===== src/srctl_cfg.svh =====
`ifndef SRCTL_CFG_SVH
`define SRCTL_CFG_SVH
`define SRCTL_SOFT_RESET_OFS 8'h01
`define SRCTL_SOFT_RESET_RST 8'h00
`define SRCTL_CORE_BIT 4
`define SRCTL_REG_BIT 0
`define SRCTL_RAM_DEPTH 32
`endif


===== src/srctl_pkg.sv =====
package srctl_pkg;
  typedef logic [7:0] srctl_byte_type;
  typedef enum logic [1:0] {
    SRCTL_IDLE = 2'b00,
    SRCTL_WIPE = 2'b01
  } srctl_state_type;
endpackage


===== src/srctl_ram_wipe.sv =====
`timescale 1ns/100ps
`include "srctl_cfg.svh"
module srctl_ram_wipe #(
  parameter int DEPTH = `SRCTL_RAM_DEPTH
) (
  input wire logic clk_in,
  input wire logic rst_n_in,
  input wire logic start_in,
  output logic busy_out,
  output logic [$clog2(DEPTH)-1:0] addr_out
);
  import srctl_pkg::*;
  srctl_state_type state;
  // Walk the coefficient RAM once, one word per cycle
  always_ff @(posedge clk_in or negedge rst_n_in) begin
    if (!rst_n_in) begin
      state <= SRCTL_IDLE;
      addr_out <= '0;
    end else begin
      unique case (state)
        SRCTL_IDLE: begin
          addr_out <= '0;
          if (start_in) begin
            state <= SRCTL_WIPE;
          end
        end
        SRCTL_WIPE: begin
          if (addr_out == ($clog2(DEPTH))'(DEPTH - 1)) begin
            state <= SRCTL_IDLE;
            addr_out <= '0;
          end else begin
            addr_out <= addr_out + 1'b1;
          end
        end
        default: state <= SRCTL_IDLE;
      endcase
    end
  end
  assign busy_out = (state == SRCTL_WIPE);
endmodule


===== src/srctl_top.sv =====
// Function
// - Bit 4 resets whole digital path
// - Core reset makes processor wipe RAM
// - Bit 0 restores control registers
// - Register reset leaves RAM untouched
// - Register at 1h reads zero, reserved
`timescale 1ns/100ps
`include "srctl_cfg.svh"
module srctl_top #(
  parameter int DEPTH = `SRCTL_RAM_DEPTH
) (
  input wire logic clk_in,
  input wire logic arst_n_in,
  input wire logic wr_en_in,
  input wire logic rd_en_in,
  input wire srctl_pkg::srctl_byte_type addr_in,
  input wire srctl_pkg::srctl_byte_type wdata_in,
  output srctl_pkg::srctl_byte_type rdata_out,
  output logic core_reset_out,
  output logic regs_reset_out,
  output logic ram_wipe_out,
  output logic [$clog2(DEPTH)-1:0] ram_addr_out
);
  import srctl_pkg::*;
  logic rst_s1;
  logic rst_n;
  logic hit;
  logic wipe_busy;
  logic [$clog2(DEPTH)-1:0] wipe_addr;
  logic wipe_start;
  logic core_req;
  logic regs_req;
  // Check helpers: wipe address width, last word, sweep length
  localparam int AW = $clog2(DEPTH);
  localparam int WIPE_SPAN = DEPTH;
  localparam logic [AW-1:0] LAST_ADDR = AW'(DEPTH - 1);
  localparam logic [AW:0] RUN_FULL = (AW + 1)'(DEPTH);
  logic [AW:0] wipe_run;
  // Reset release through two flops
  always_ff @(posedge clk_in or negedge arst_n_in) begin
    if (!arst_n_in) begin
      rst_s1 <= 1'b0;
      rst_n <= 1'b0;
    end else begin
      rst_s1 <= 1'b1;
      rst_n <= rst_s1;
    end
  end
  // Reserved offsets are host's concern; only 1h decoded
  assign hit = (addr_in == `SRCTL_SOFT_RESET_OFS);
  // Write strobes that land on the soft-reset register
  assign core_req = wr_en_in & hit & wdata_in[`SRCTL_CORE_BIT];
  // Core reset also covers registers, so it raises both
  assign regs_req = wr_en_in & hit &
    (wdata_in[`SRCTL_REG_BIT] | wdata_in[`SRCTL_CORE_BIT]);
  // Action bits are one-cycle pulses, never stored, so they read back zero
  always_ff @(posedge clk_in or negedge rst_n) begin
    if (!rst_n) begin
      core_reset_out <= 1'b0;
      regs_reset_out <= 1'b0;
    end else begin
      core_reset_out <= core_req;
      regs_reset_out <= regs_req;
    end
  end
  // Core bit written: both pulses follow
  a_core_pulse: assert property (@(posedge clk_in) disable iff (!rst_n)
    (wr_en_in && addr_in == `SRCTL_SOFT_RESET_OFS && wdata_in[`SRCTL_CORE_BIT])
    |=> core_reset_out && regs_reset_out)
    else $error("core reset not issued");
  // Register bit alone: register pulse without core pulse
  a_reg_only: assert property (@(posedge clk_in) disable iff (!rst_n)
    (wr_en_in && hit && wdata_in[`SRCTL_REG_BIT] && !wdata_in[`SRCTL_CORE_BIT])
    |=> regs_reset_out && !core_reset_out)
    else $error("register reset wrong");
  // Register bit always gives a register pulse
  a_regs_pulse: assert property (@(posedge clk_in) disable iff (!rst_n)
    (wr_en_in && hit && wdata_in[`SRCTL_REG_BIT])
    |=> regs_reset_out)
    else $error("register reset missing");
  // Full reset never leaves the registers alone
  a_core_has_regs: assert property (@(posedge clk_in) disable iff (!rst_n)
    core_reset_out
    |-> regs_reset_out)
    else $error("core reset without register reset");
  // Core pulse only after a core write
  a_core_cause: assert property (@(posedge clk_in) disable iff (!rst_n)
    core_reset_out
    |-> $past(core_req))
    else $error("core pulse without write");
  // Register pulse only after a register or core write
  a_regs_cause: assert property (@(posedge clk_in) disable iff (!rst_n)
    regs_reset_out
    |-> $past(regs_req))
    else $error("register pulse without write");
  // Core bit clears unless written again
  a_self_clear: assert property (@(posedge clk_in) disable iff (!rst_n)
    core_reset_out
    |=> !core_reset_out || $past(wr_en_in))
    else $error("bit did not self clear");
  // Core pulse lasts one cycle per write
  a_core_single: assert property (@(posedge clk_in) disable iff (!rst_n)
    core_reset_out && !core_req
    |=> !core_reset_out)
    else $error("core pulse stretched");
  // Register pulse lasts one cycle per write
  a_regs_single: assert property (@(posedge clk_in) disable iff (!rst_n)
    regs_reset_out && !regs_req
    |=> !regs_reset_out)
    else $error("register pulse stretched");
  // Zeros in both action bits do nothing
  a_zero_write: assert property (@(posedge clk_in) disable iff (!rst_n)
    (wr_en_in && hit && !wdata_in[`SRCTL_CORE_BIT] && !wdata_in[`SRCTL_REG_BIT])
    |=> !regs_reset_out && !core_reset_out)
    else $error("zero write acted");
  // No write to the register, no action
  a_miss_idle: assert property (@(posedge clk_in) disable iff (!rst_n)
    (!wr_en_in || addr_in != `SRCTL_SOFT_RESET_OFS)
    |=> !core_reset_out && !regs_reset_out)
    else $error("action without write");
  // Wiper ignores a core pulse while busy;
  // the sweep under way already clears every word
  // Only the full reset starts the wipe
  assign wipe_start = core_reset_out;
  srctl_ram_wipe #(
    .DEPTH(DEPTH)
  ) u_wipe (
    .clk_in(clk_in),
    .rst_n_in(rst_n),
    .start_in(wipe_start),
    .busy_out(wipe_busy),
    .addr_out(wipe_addr)
  );
  // Registered wipe strobe and address
  always_ff @(posedge clk_in or negedge rst_n) begin
    if (!rst_n) begin
      ram_wipe_out <= 1'b0;
      ram_addr_out <= '0;
    end else begin
      ram_wipe_out <= wipe_busy;
      ram_addr_out <= wipe_addr;
    end
  end
  // Length of the current wipe strobe, read only by the checks below
  always_ff @(posedge clk_in or negedge rst_n) begin
    if (!rst_n) begin
      wipe_run <= '0;
    end else if (ram_wipe_out) begin
      wipe_run <= wipe_run + 1'b1;
    end else begin
      wipe_run <= '0;
    end
  end
  // Idle wiper starts two cycles after the core pulse
  a_wipe_start: assert property (@(posedge clk_in) disable iff (!rst_n)
    core_reset_out && !wipe_busy
    |=> ##1 ram_wipe_out)
    else $error("wipe not started");
  // Every wipe traces back to a core pulse
  a_no_wipe: assert property (@(posedge clk_in) disable iff (!rst_n)
    $rose(ram_wipe_out)
    |-> $past(core_reset_out, 2))
    else $error("wipe without core reset");
  // Register-only reset leaves the wiper idle
  a_reg_idle_ram: assert property (@(posedge clk_in) disable iff (!rst_n)
    regs_reset_out && !core_reset_out && !wipe_busy
    |=> !wipe_busy)
    else $error("register reset touched ram");
  // Sweep opens at word zero
  a_wipe_begin_zero: assert property (@(posedge clk_in) disable iff (!rst_n)
    $rose(ram_wipe_out)
    |-> ram_addr_out == '0)
    else $error("wipe did not start at zero");
  // One word per cycle, no gaps
  a_wipe_step: assert property (@(posedge clk_in) disable iff (!rst_n)
    ram_wipe_out && $past(ram_wipe_out)
    |-> ram_addr_out == $past(ram_addr_out) + 1'b1)
    else $error("wipe address skipped");
  // Sweep closes on the last word
  a_wipe_end_top: assert property (@(posedge clk_in) disable iff (!rst_n)
    $fell(ram_wipe_out)
    |-> $past(ram_addr_out) == LAST_ADDR)
    else $error("wipe ended early");
  // Exactly one strobe per word
  a_wipe_length: assert property (@(posedge clk_in) disable iff (!rst_n)
    $fell(ram_wipe_out)
    |-> wipe_run == RUN_FULL)
    else $error("wipe length wrong");
  // A core write during a sweep must not stretch it
  a_wipe_bound: assert property (@(posedge clk_in) disable iff (!rst_n)
    ram_wipe_out
    |-> wipe_run < RUN_FULL)
    else $error("wipe ran too long");
  // Address parks at zero between sweeps
  a_wipe_addr_idle: assert property (@(posedge clk_in) disable iff (!rst_n)
    !ram_wipe_out
    |-> ram_addr_out == '0)
    else $error("wipe address not parked");
  // Every sweep finishes in bounded time
  a_wipe_ends: assert property (@(posedge clk_in) disable iff (!rst_n)
    $rose(ram_wipe_out)
    |-> ##[1:WIPE_SPAN] !ram_wipe_out)
    else $error("wipe did not finish");
  // Read data: soft reset register always zero
  always_ff @(posedge clk_in or negedge rst_n) begin
    if (!rst_n) begin
      rdata_out <= `SRCTL_SOFT_RESET_RST;
    end else if (rd_en_in) begin
      rdata_out <= `SRCTL_SOFT_RESET_RST;
    end
  end
  // Write-clear bits and reserved bits never read back set
  a_read_zero: assert property (@(posedge clk_in) disable iff (!rst_n)
    1'b1
    |-> rdata_out == `SRCTL_SOFT_RESET_RST)
    else $error("reads not zero");
  // A read answers zero on the next cycle
  a_read_after: assert property (@(posedge clk_in) disable iff (!rst_n)
    rd_en_in
    |=> rdata_out == `SRCTL_SOFT_RESET_RST)
    else $error("read answer not zero");
endmodule


===== config.mk =====
export PLATFORM = sky130hd
export DESIGN_NAME = srctl_top
export DESIGN_NICKNAME = d
export VERILOG_FILES = /design/src/srctl_pkg.sv /design/src/srctl_ram_wipe.sv /design/src/srctl_top.sv
export VERILOG_INCLUDE_DIRS = /design/src
export SDC_FILE = /design/constraint.sdc
export NUM_CORES = 1
export LEC_CHECK = 0
export ABC_AREA = 1
export BUFFER_PORTS_ARGS = -buffer_cell sky130_fd_sc_hd__buf_2
export CAP_MARGIN = 20
export CORE_ASPECT_RATIO = 1.25
export CORE_MARGIN = 2
export CORE_UTILIZATION = 35
export DETAILED_ROUTE_END_ITERATION = 8
export PLACE_DENSITY = 0.74
export SETUP_SLACK_MARGIN = 0.4
export SLEW_MARGIN = 5
export SYNTH_ARGS = -nofsm -noshare
export SYNTH_HDL_FRONTEND = slang
export SYNTH_SLANG_ARGS = --single-unit

===== constraint.sdc =====
create_clock -name clk_in -period 0.8 [get_ports clk_in]
set_input_delay 0.04 -clock clk_in [delete_from_list [all_inputs] [get_ports clk_in]]
set_output_delay 0.04 -clock clk_in [all_outputs]
set_load 0.1 [all_outputs]

=== Word level (Yosys, flattened, before mapping) ===
Index checks and enable logic that the tools add are counted.

* Register bits after elaboration: 17
* Input bits: 20
* Output and inout port bits: 16
* Logic and storage cells: 26

* Add/subtract/negate cells: 1
* Equal/unequal tests: 5
* Multiplexer cells: 5
* Bitwise operators: 4
* Reductions and logical operators: 3

{| class="wikitable"
|+ Operator list
! kind !! number
|-
| $pmux W5 S2 || 1
|-
| $eq A8 B1 Y1 const B || 1
|-
| $add A5 B1 Y5 const B || 1
|-
| $eq A5 B5 Y1 const B || 1
|-
| $mux W5 || 1
|-
| $mux W2 || 2
|-
| $pmux W2 S2 || 1
|-
| $and A1 B1 Y1 || 3
|-
| $eq A2 B1 Y1 const B || 1
|-
| $logic_not A2 Y1 || 1
|-
| $ne A2 B1 Y1 const B || 1
|-
| $ne A2 B2 Y1 const B || 1
|-
| $reduce_and A2 Y1 || 1
|-
| $reduce_bool A2 Y1 || 1
|-
| $or A1 B1 Y1 || 1
|}

=== Depth between registers and ports, before layout ===
Gate-level depths: netlist of the first run.

* Word-level depth: 3
* Mapped depth: 7
* Gate-level depth less buffers: 7

=== By module ===
Synthesis of the first run repeated with hierarchy kept, for this count alone.

* Cells, all modules: 60
* Area, all modules: 654.4 µm²

{| class="wikitable"
|+ Modules (own cells, without submodules)
! module !! instances !! cells each !! area each (µm²)
|-
| srctl_top || 1 || 31 || 394.1
|-
| srctl_ram_wipe || 1 || 29 || 260.2
|}

=== Least setup slack after synthesis of the first run ===
OpenSTA, ideal clock, no wires.

* Path kind: register to register
* From: register u_wipe.addr_out[0]
* To: register u_wipe.addr_out[2]
* Library setup time: 0.080 ns
* Arrival: 1.134 ns
* Data required time: 0.720 ns
* Slack: -0.414 ns
* Cell stages (with the launch flop): 8
* Path buffers: 0
* Path through: dfrtp_1 ha_1 nand2_1 nor2_1 ha_1 inv_1 nand2_1 nor3b_2

* Longest elaborated chain between the ends: 3
* Elaborated cells between the ends (all ways): 4
* Those cells by class: add/sub: 1; eq/ne: 1; mux: 2

{| class="wikitable"
|+ RTL lines
! item !! line !! RTL
|-
| start: declaration || srctl_ram_wipe.sv:10 || <nowiki>output logic [$clog2(DEPTH)-1:0] addr_out</nowiki>
|-
| start signal: assignment || srctl_ram_wipe.sv:32 || <nowiki>addr_out <= addr_out + 1'b1;</nowiki>
|-
| $add A5 B1 Y5 or $eq A5 B5 Y1 (tied branches) || srctl_ram_wipe.sv:32, srctl_ram_wipe.sv:28 ||
|-
| $mux W5 * || srctl_ram_wipe.sv:28 || <nowiki>if (addr_out == ($clog2(DEPTH))'(DEPTH - 1)) begin</nowiki>
|-
| $pmux W5 S2 * || srctl_ram_wipe.sv:20 || <nowiki>unique case (state)</nowiki>
|}

Every way passes the cells marked *; elsewhere a longest branch is shown, timed or not.
A chain may end at the register's enable or synchronous reset.

=== Worst setup path in the final report of the first run ===
Ends and elaborated chain as after synthesis.

==> results_dict.tcl, run 1 <==
set metrics [dict create \
    status "complete, but fails checks" \
    violations "hold timing, setup timing" \
    synth-warning-count 0 \
    ys_types 13 \
    hp-class "in -> reg" \
    grt_pass1_wl_um 1970 \
    drtIter0Drc 0 \
    syn_inst 58 \
    io_pins 36 \
    timing.rr.start "u_wipe.addr_out[0]$_DFF_PN0_" \
    yosys_register_bits 16 \
    startpoint "u_wipe.addr_out[0]$_DFF_PN0_" \
    post-place-cells 99 \
    ant_nets 0 \
    stdcell_count 112 \
    yosys.area.top_type "dfrtp_1" \
    syn-cell-area_um2 626 \
    worstPathRequired_ns 1.01 \
    max_freq_mhz 843 \
    wirelength_um 1140 \
    antenna_found_initial 0 \
    rsz0062_at_grt "yes" \
    total_power_mw 1.61 \
    portBuffers 20 \
    tritoncts "yes" \
    setup_viol_count_final 16 \
    drive_gt1_share_pct 58.1 \
    timing.final.crit_share_pct 148 \
    clock_sinks 16 \
    setup_tns_ns -3.35 \
    clk_transition_reported_paths_ns 0.09 \
    drtPass1Iterations 1 \
    grt_pass1_vias 482 \
    postPlaceCellArea_um2 905 \
    synth_top_cell_area_share_pct 64.0 \
    htree_num_levels 1 \
    whs_ns -0.0115 \
    drc 0 \
    hold_start "wdata_in[4]" \
    worstSetupPathType "reg -> reg" \
    most-common-layout-cells "12 x buf_2, 9 x conb_1, 8 x buf_12" \
    cts_max_path_buffers 2 \
    worst_slack_ns -0.386 \
    die-area_um2 2140 \
    cts_root_buf "clkbuf_4" \
    worstPathMaxFanout 4 \
    grt.total_usage_pct 12.5 \
    fp.dieW_um 41.8 \
    cp-start-kind "flop" \
    detail_route.wl_per_cell_um 10.2 \
    worst_setup_path_end_kind "flop" \
    power_density_nw_per_um2 1510 \
    maxCapViolCount 0 \
    skew_ns 0.00713 \
    path_cells "ha_4, nand2_4, nor2_4, ha_4, inv_2, nand2_4, nor3b_2" \
    grt_max_degree 10 \
    gp_congestion 0.739 \
    initial_utilization_pct 36.3 \
    ys_seq_area_share_pct 64.0 \
    overflow 0 \
    die_h_um 51.3 \
    min_period_ns 1.19 \
    syn2layout_area_growth_pct 69.8 \
    fillers 128 \
    worst-endpoint-arrival_ns 1.40 \
    slowest_delay_ns 0.43 \
    slew_viol_final 0 \
    clock_latency_ns 0.29 \
    antenna_cells 0 \
    via_per_inst 4.38 \
    cp_slowest_cell "dfrtp_1" \
    synth_area_leaders "dfrtp_1 64%, buf_4 9.6%, nor2_1 4.8%, inv_1 4.2%, nand2_1 4.2%" \
    final_common_cell "buf_2" \
    syn_avg_cell_area_um2 10.8 \
    final_hold_viol_count 1 \
    core_area_um2 1720 \
    fin_area_um2 1060 \
    vias 491 \
    fin_nets 116 \
    leakage_nw 0.527 \
    tritoncts.num_buffers 3 \
    dp_hpwl_um 849 \
    rows 17 \
    dp_slack_ns -0.442 \
    ir_worst_vdd_v 0.00106 \
]
[cell type report]
class	count	area [um^2]	area share (%)
flip-flops and latches	16	430	40.5
repair buffers	32	328	30.9
multi-input cells	34	218	20.5
clock buffers	4	36.3	3.42
inverters	7	26.3	2.47
well taps	19	23.8	2.24
[worst paths after layout]
| kind | depth (start not counted) | to | slack, ns |
|---|---|---|---|
| max in group asynchronous | 1 | ram_addr_out[4]$_DFF_PN0_ | 0.48 |
| max | 7 | u_wipe.addr_out[2]$_DFF_PN0_ | -0.39 |
| min reg2reg | 1 | ram_addr_out[2]$_DFF_PN0_ | 0.16 |
| min in group asynchronous | 2 | rst_n$_DFF_PN0_ | 0.06 |
| max reg2reg | 7 | u_wipe.addr_out[2]$_DFF_PN0_ | -0.39 |
| min | 3 | core_reset_out$_DFF_PN0_ | -0.01 |
[worst max-delay path: cells and delay by family, from the launching register on]
| family | cells | cell delay, ns |
|---|---|---|
| DFF | 1 | 0.43 |
| adders and majority gates | 2 | 0.33 |
| buffers and inverters | 1 | 0.05 |
| and+or+nand+nor | 4 | 0.30 |
[cell usage after synthesis (all sizes together)]
library cell and count:
o21ai 1, nand4 1, inv 7, conb 2
nand3 2, dfrtp 16, nor3b 1, buf 8
ha 2, nor2 9, nor3 2, nand2 7
[what timing repair did]
item / 4_1_cts / 5_1_grt
hold endpoints to repair: 3 / 0
cloned: 0 / 0
setup endpoints to repair: 35 / 22
hold buffers: 1 / 0
resized for setup: 11 / 1
buffers inserted: 7 / 1
pin swaps: 1 / 0
[report_power, final]
group / total (mW) / internal (mW) / leakage [nW] / switching [mW]
Sequential: 0.824 / 0.817 / 0.200 / 0.00652
Combinational: 0.258 / 0.0486 / 0.306 / 0.210
Clock: 0.524 / 0.277 / 0.0210 / 0.247
[cells by family after synthesis]
kind of cell	Yosys count	share of synthesized area, %
AO/OA/AOI/OAI	1	0.799
adder cells (fa/ha/maj)	2	4.00
AND/OR/NAND/NOR	22	16.2
buffers and inverters	15	13.8
flip-flops	16	64.0
other	2	1.20
[sequential cells by signal, indices dropped and copies added, names as in the netlist]
| register | flops |
|---|---|
| regs_reset_out | 1 |
| ram_wipe_out | 1 |
| rst_s1 | 1 |
| u_wipe.addr_out | 5 |
| u_wipe.state | 1 |
| ram_addr_out | 5 |
| rst_n | 1 |
| core_reset_out | 1 |
[layer usage]
metal,track usage (%),up-vias,wire (um)
met5,0,-,0
met4,6.45,0,21
met3,2.12,4,89
met2,23.7,26,662
met1,12.9,232,363
li1,-,229,-
[stage by stage]
stage	util (%)	hold slack, ns
2_1_floorplan	-	-0.256
3_3_place_gp	52.5	-0.175
3_5_place_dp	52.5	-0.169
4_1_cts	60.9	-0.0210
5_1_grt	61.7	0.00614
6_report	61.7	-0.0115
Power figures use the tool's default switching activity.
==> run 2, diff against run 1 <==
--- a/config.mk
+++ b/config.mk
@@ -9,7 +9,6 @@
 export ABC_AREA = 1
 export BUFFER_PORTS_ARGS = -buffer_cell sky130_fd_sc_hd__buf_2
 export CAP_MARGIN = 20
-export CORE_ASPECT_RATIO = 1.25
 export CORE_MARGIN = 2
 export CORE_UTILIZATION = 35
 export DETAILED_ROUTE_END_ITERATION = 8
==> run 2 against run 1 <==
  * The flow still finishes with violations (hold timing, setup timing)
  * Maximum frequency fell by 1.7%
  * Clock skew decreased by 0.0015 ns
  * Routed wire length shrank 10%
  * First-iteration DRC count increased by 1
  * Critical path depth unchanged
  * Critical path type unchanged
  * Largest power group unchanged
  * Largest cell class unchanged
  * Clock-buffer cell count is the same
==> results_dict.tcl, run 2 (synthesis results as in run 1) <==
set metrics [dict create \
    status "complete, but fails checks" \
    violations "hold timing, setup timing" \
    worstSetupPathType "reg -> reg" \
    max_freq_mhz 829 \
    min_period_ns 1.21 \
    grt_pass1_wl_um 1640 \
    maxCapViolCount 0 \
    fp.dieW_um 46.3 \
    fin_nets 111 \
    skew_ns 0.00559 \
    postCtsHoldBufs 1 \
    seqPwrFrac_pct 54.7 \
    cts_root_buf "clkbuf_4" \
    multi_input_area_um2 206 \
    initial_utilization_pct 36.6 \
    rsz0062_at_grt "yes" \
    power_switching_mw 0.447 \
    vias 453 \
    reg.largest.list "ram_addr_out (5), u_wipe.addr_out (5)" \
    ir_worst_vdd_v 0.000960 \
    grt_max_degree 15 \
    whs_ns -0.0168 \
    die_h_um 46.3 \
    final_common_cell "buf_2" \
    core_area_um2 1710 \
    cts_max_path_buffers 2 \
    dp_hpwl_um 783 \
    hold_start "wdata_in[4]" \
    tritoncts "yes" \
    clk_transition_reported_paths_ns 0.09 \
    io_pins 36 \
    die-area_um2 2140 \
    power_density_nw_per_um2 1480 \
    drtPass1Iterations 2 \
    final_hold_viol_count 1 \
    worstPathMaxFanout 4 \
    hp-class "in -> reg" \
    switching_share_pct 29.7 \
    wirelength_um 1020 \
    via_per_inst 4.01 \
    overflow 0 \
    grt.total_usage_pct 11.4 \
    final_util_pct 59.5 \
    grt_pass1_vias 419 \
    p_int_mw 1.06 \
    dp_slack_ns -0.394 \
    most-common-layout-cells "12 x buf_2, 9 x conb_1, 9 x buf_12, 7 x nor2_1, 7 x dfrtp_4" \
    gp_congestion 0.698 \
    r2r_setup_slack_ns -0.41 \
    detail_route.wl_per_cell_um 9.01 \
    setup_viol_count_final 14 \
    cp-start-kind "flop" \
    tritoncts.num_buffers 3 \
    leakage_nw 0.482 \
    clock_latency_ns 0.28 \
    htree_num_levels 1 \
    clock_sinks 16 \
    worstPathRequired_ns 1.01 \
    combPwrFrac_pct 17.0 \
    drc 0 \
    ant_nets 0 \
    startpoint "u_wipe.addr_out[0]$_DFF_PN0_" \
    worst-endpoint-arrival_ns 1.42 \
    timing.final.crit_share_pct 151 \
    timing.rr.start "u_wipe.addr_out[0]$_DFF_PN0_" \
    rows 15 \
    clockPowerShare_pct 28.3 \
    drtIter0Drc 1 \
    syn2layout_area_growth_pct 62.4 \
    slew_viol_final 0 \
    antenna_found_initial 0 \
    worst_slack_ns -0.406 \
    fillers 154 \
    area.sequential_um2 430 \
    antenna_cells 0 \
    worst_setup_path_end_kind "flop" \
    portBuffers 20 \
    drive_gt1_share_pct 54.5 \
]
## run 2: path summary, 6_finish.rpt
check / cells past startpoint / to
max in group asynchronous: 1 / core_reset_out$_DFF_PN0_
worst max register to register: 7 / u_wipe.addr_out[2]$_DFF_PN0_
worst max-delay path: 7 / u_wipe.addr_out[2]$_DFF_PN0_
worst min-delay path: 3 / core_reset_out$_DFF_PN0_
min in group asynchronous: 2 / rst_n$_DFF_PN0_
worst min register to register: 1 / ram_addr_out[4]$_DFF_PN0_
## run 2: through the flow
step	power (mW)	std cells	setup TNS, ns	cell area (um^2)
after floorplan	1.07	65	-1.68	698
after global placement	1.08	107	-1.61	927
after detailed placement	1.08	107	-1.88	927
after CTS	1.53	113	-3.40	1000
after global routing	1.58	113	-3.88	1020
final	1.51	113	-3.24	1020
## run 2: power groups by stage
stage | sequential, mW | combinational (mW) | clock (mW)
after global routing | 0.825 | 0.269 | 0.490
after global placement | 0.851 | 0.224 | 0
after floorplan | 0.859 | 0.206 | 0
after detailed placement | 0.852 | 0.227 | 0
final | 0.823 | 0.256 | 0.426
after CTS | 0.823 | 0.256 | 0.448
## run 2: layer usage
layer / GRT usage [%] / share of wire [%] / vias up / wire length, um
li1: - / - / 220 / -
met2: 19.4 / 59 / 19 / 600
met3: 4.71 / 6.4 / 2 / 65
met5: 0 / 0 / - / 0
met4: 6.86 / 0.39 / 0 / 4
met1: 11.5 / 34 / 212 / 349
## run 2: critical path, cell delays in order (launching register included)
cell and delay (ns):
dfrtp_1 0.43, ha_4 0.18, nand2_2 0.07, nor2_2 0.05, ha_4 0.15, inv_2 0.06
nand2_4 0.06, nor3b_2 0.15
## run 2: area by class of cell
class | instances | area share [%]
multi-input combinational | 34 | 20.3
inverter | 7 | 2.59
clock buffer | 4 | 2.59
sequential | 16 | 42.4
tap | 25 | 3.08
timing repair buffer | 27 | 29.1
## run 2: timing repair
action	in CTS	in global routing
hold endpoints to repair	3	1
gates resized for setup	5	3
setup endpoints to repair	32	21
buffers inserted	1	0
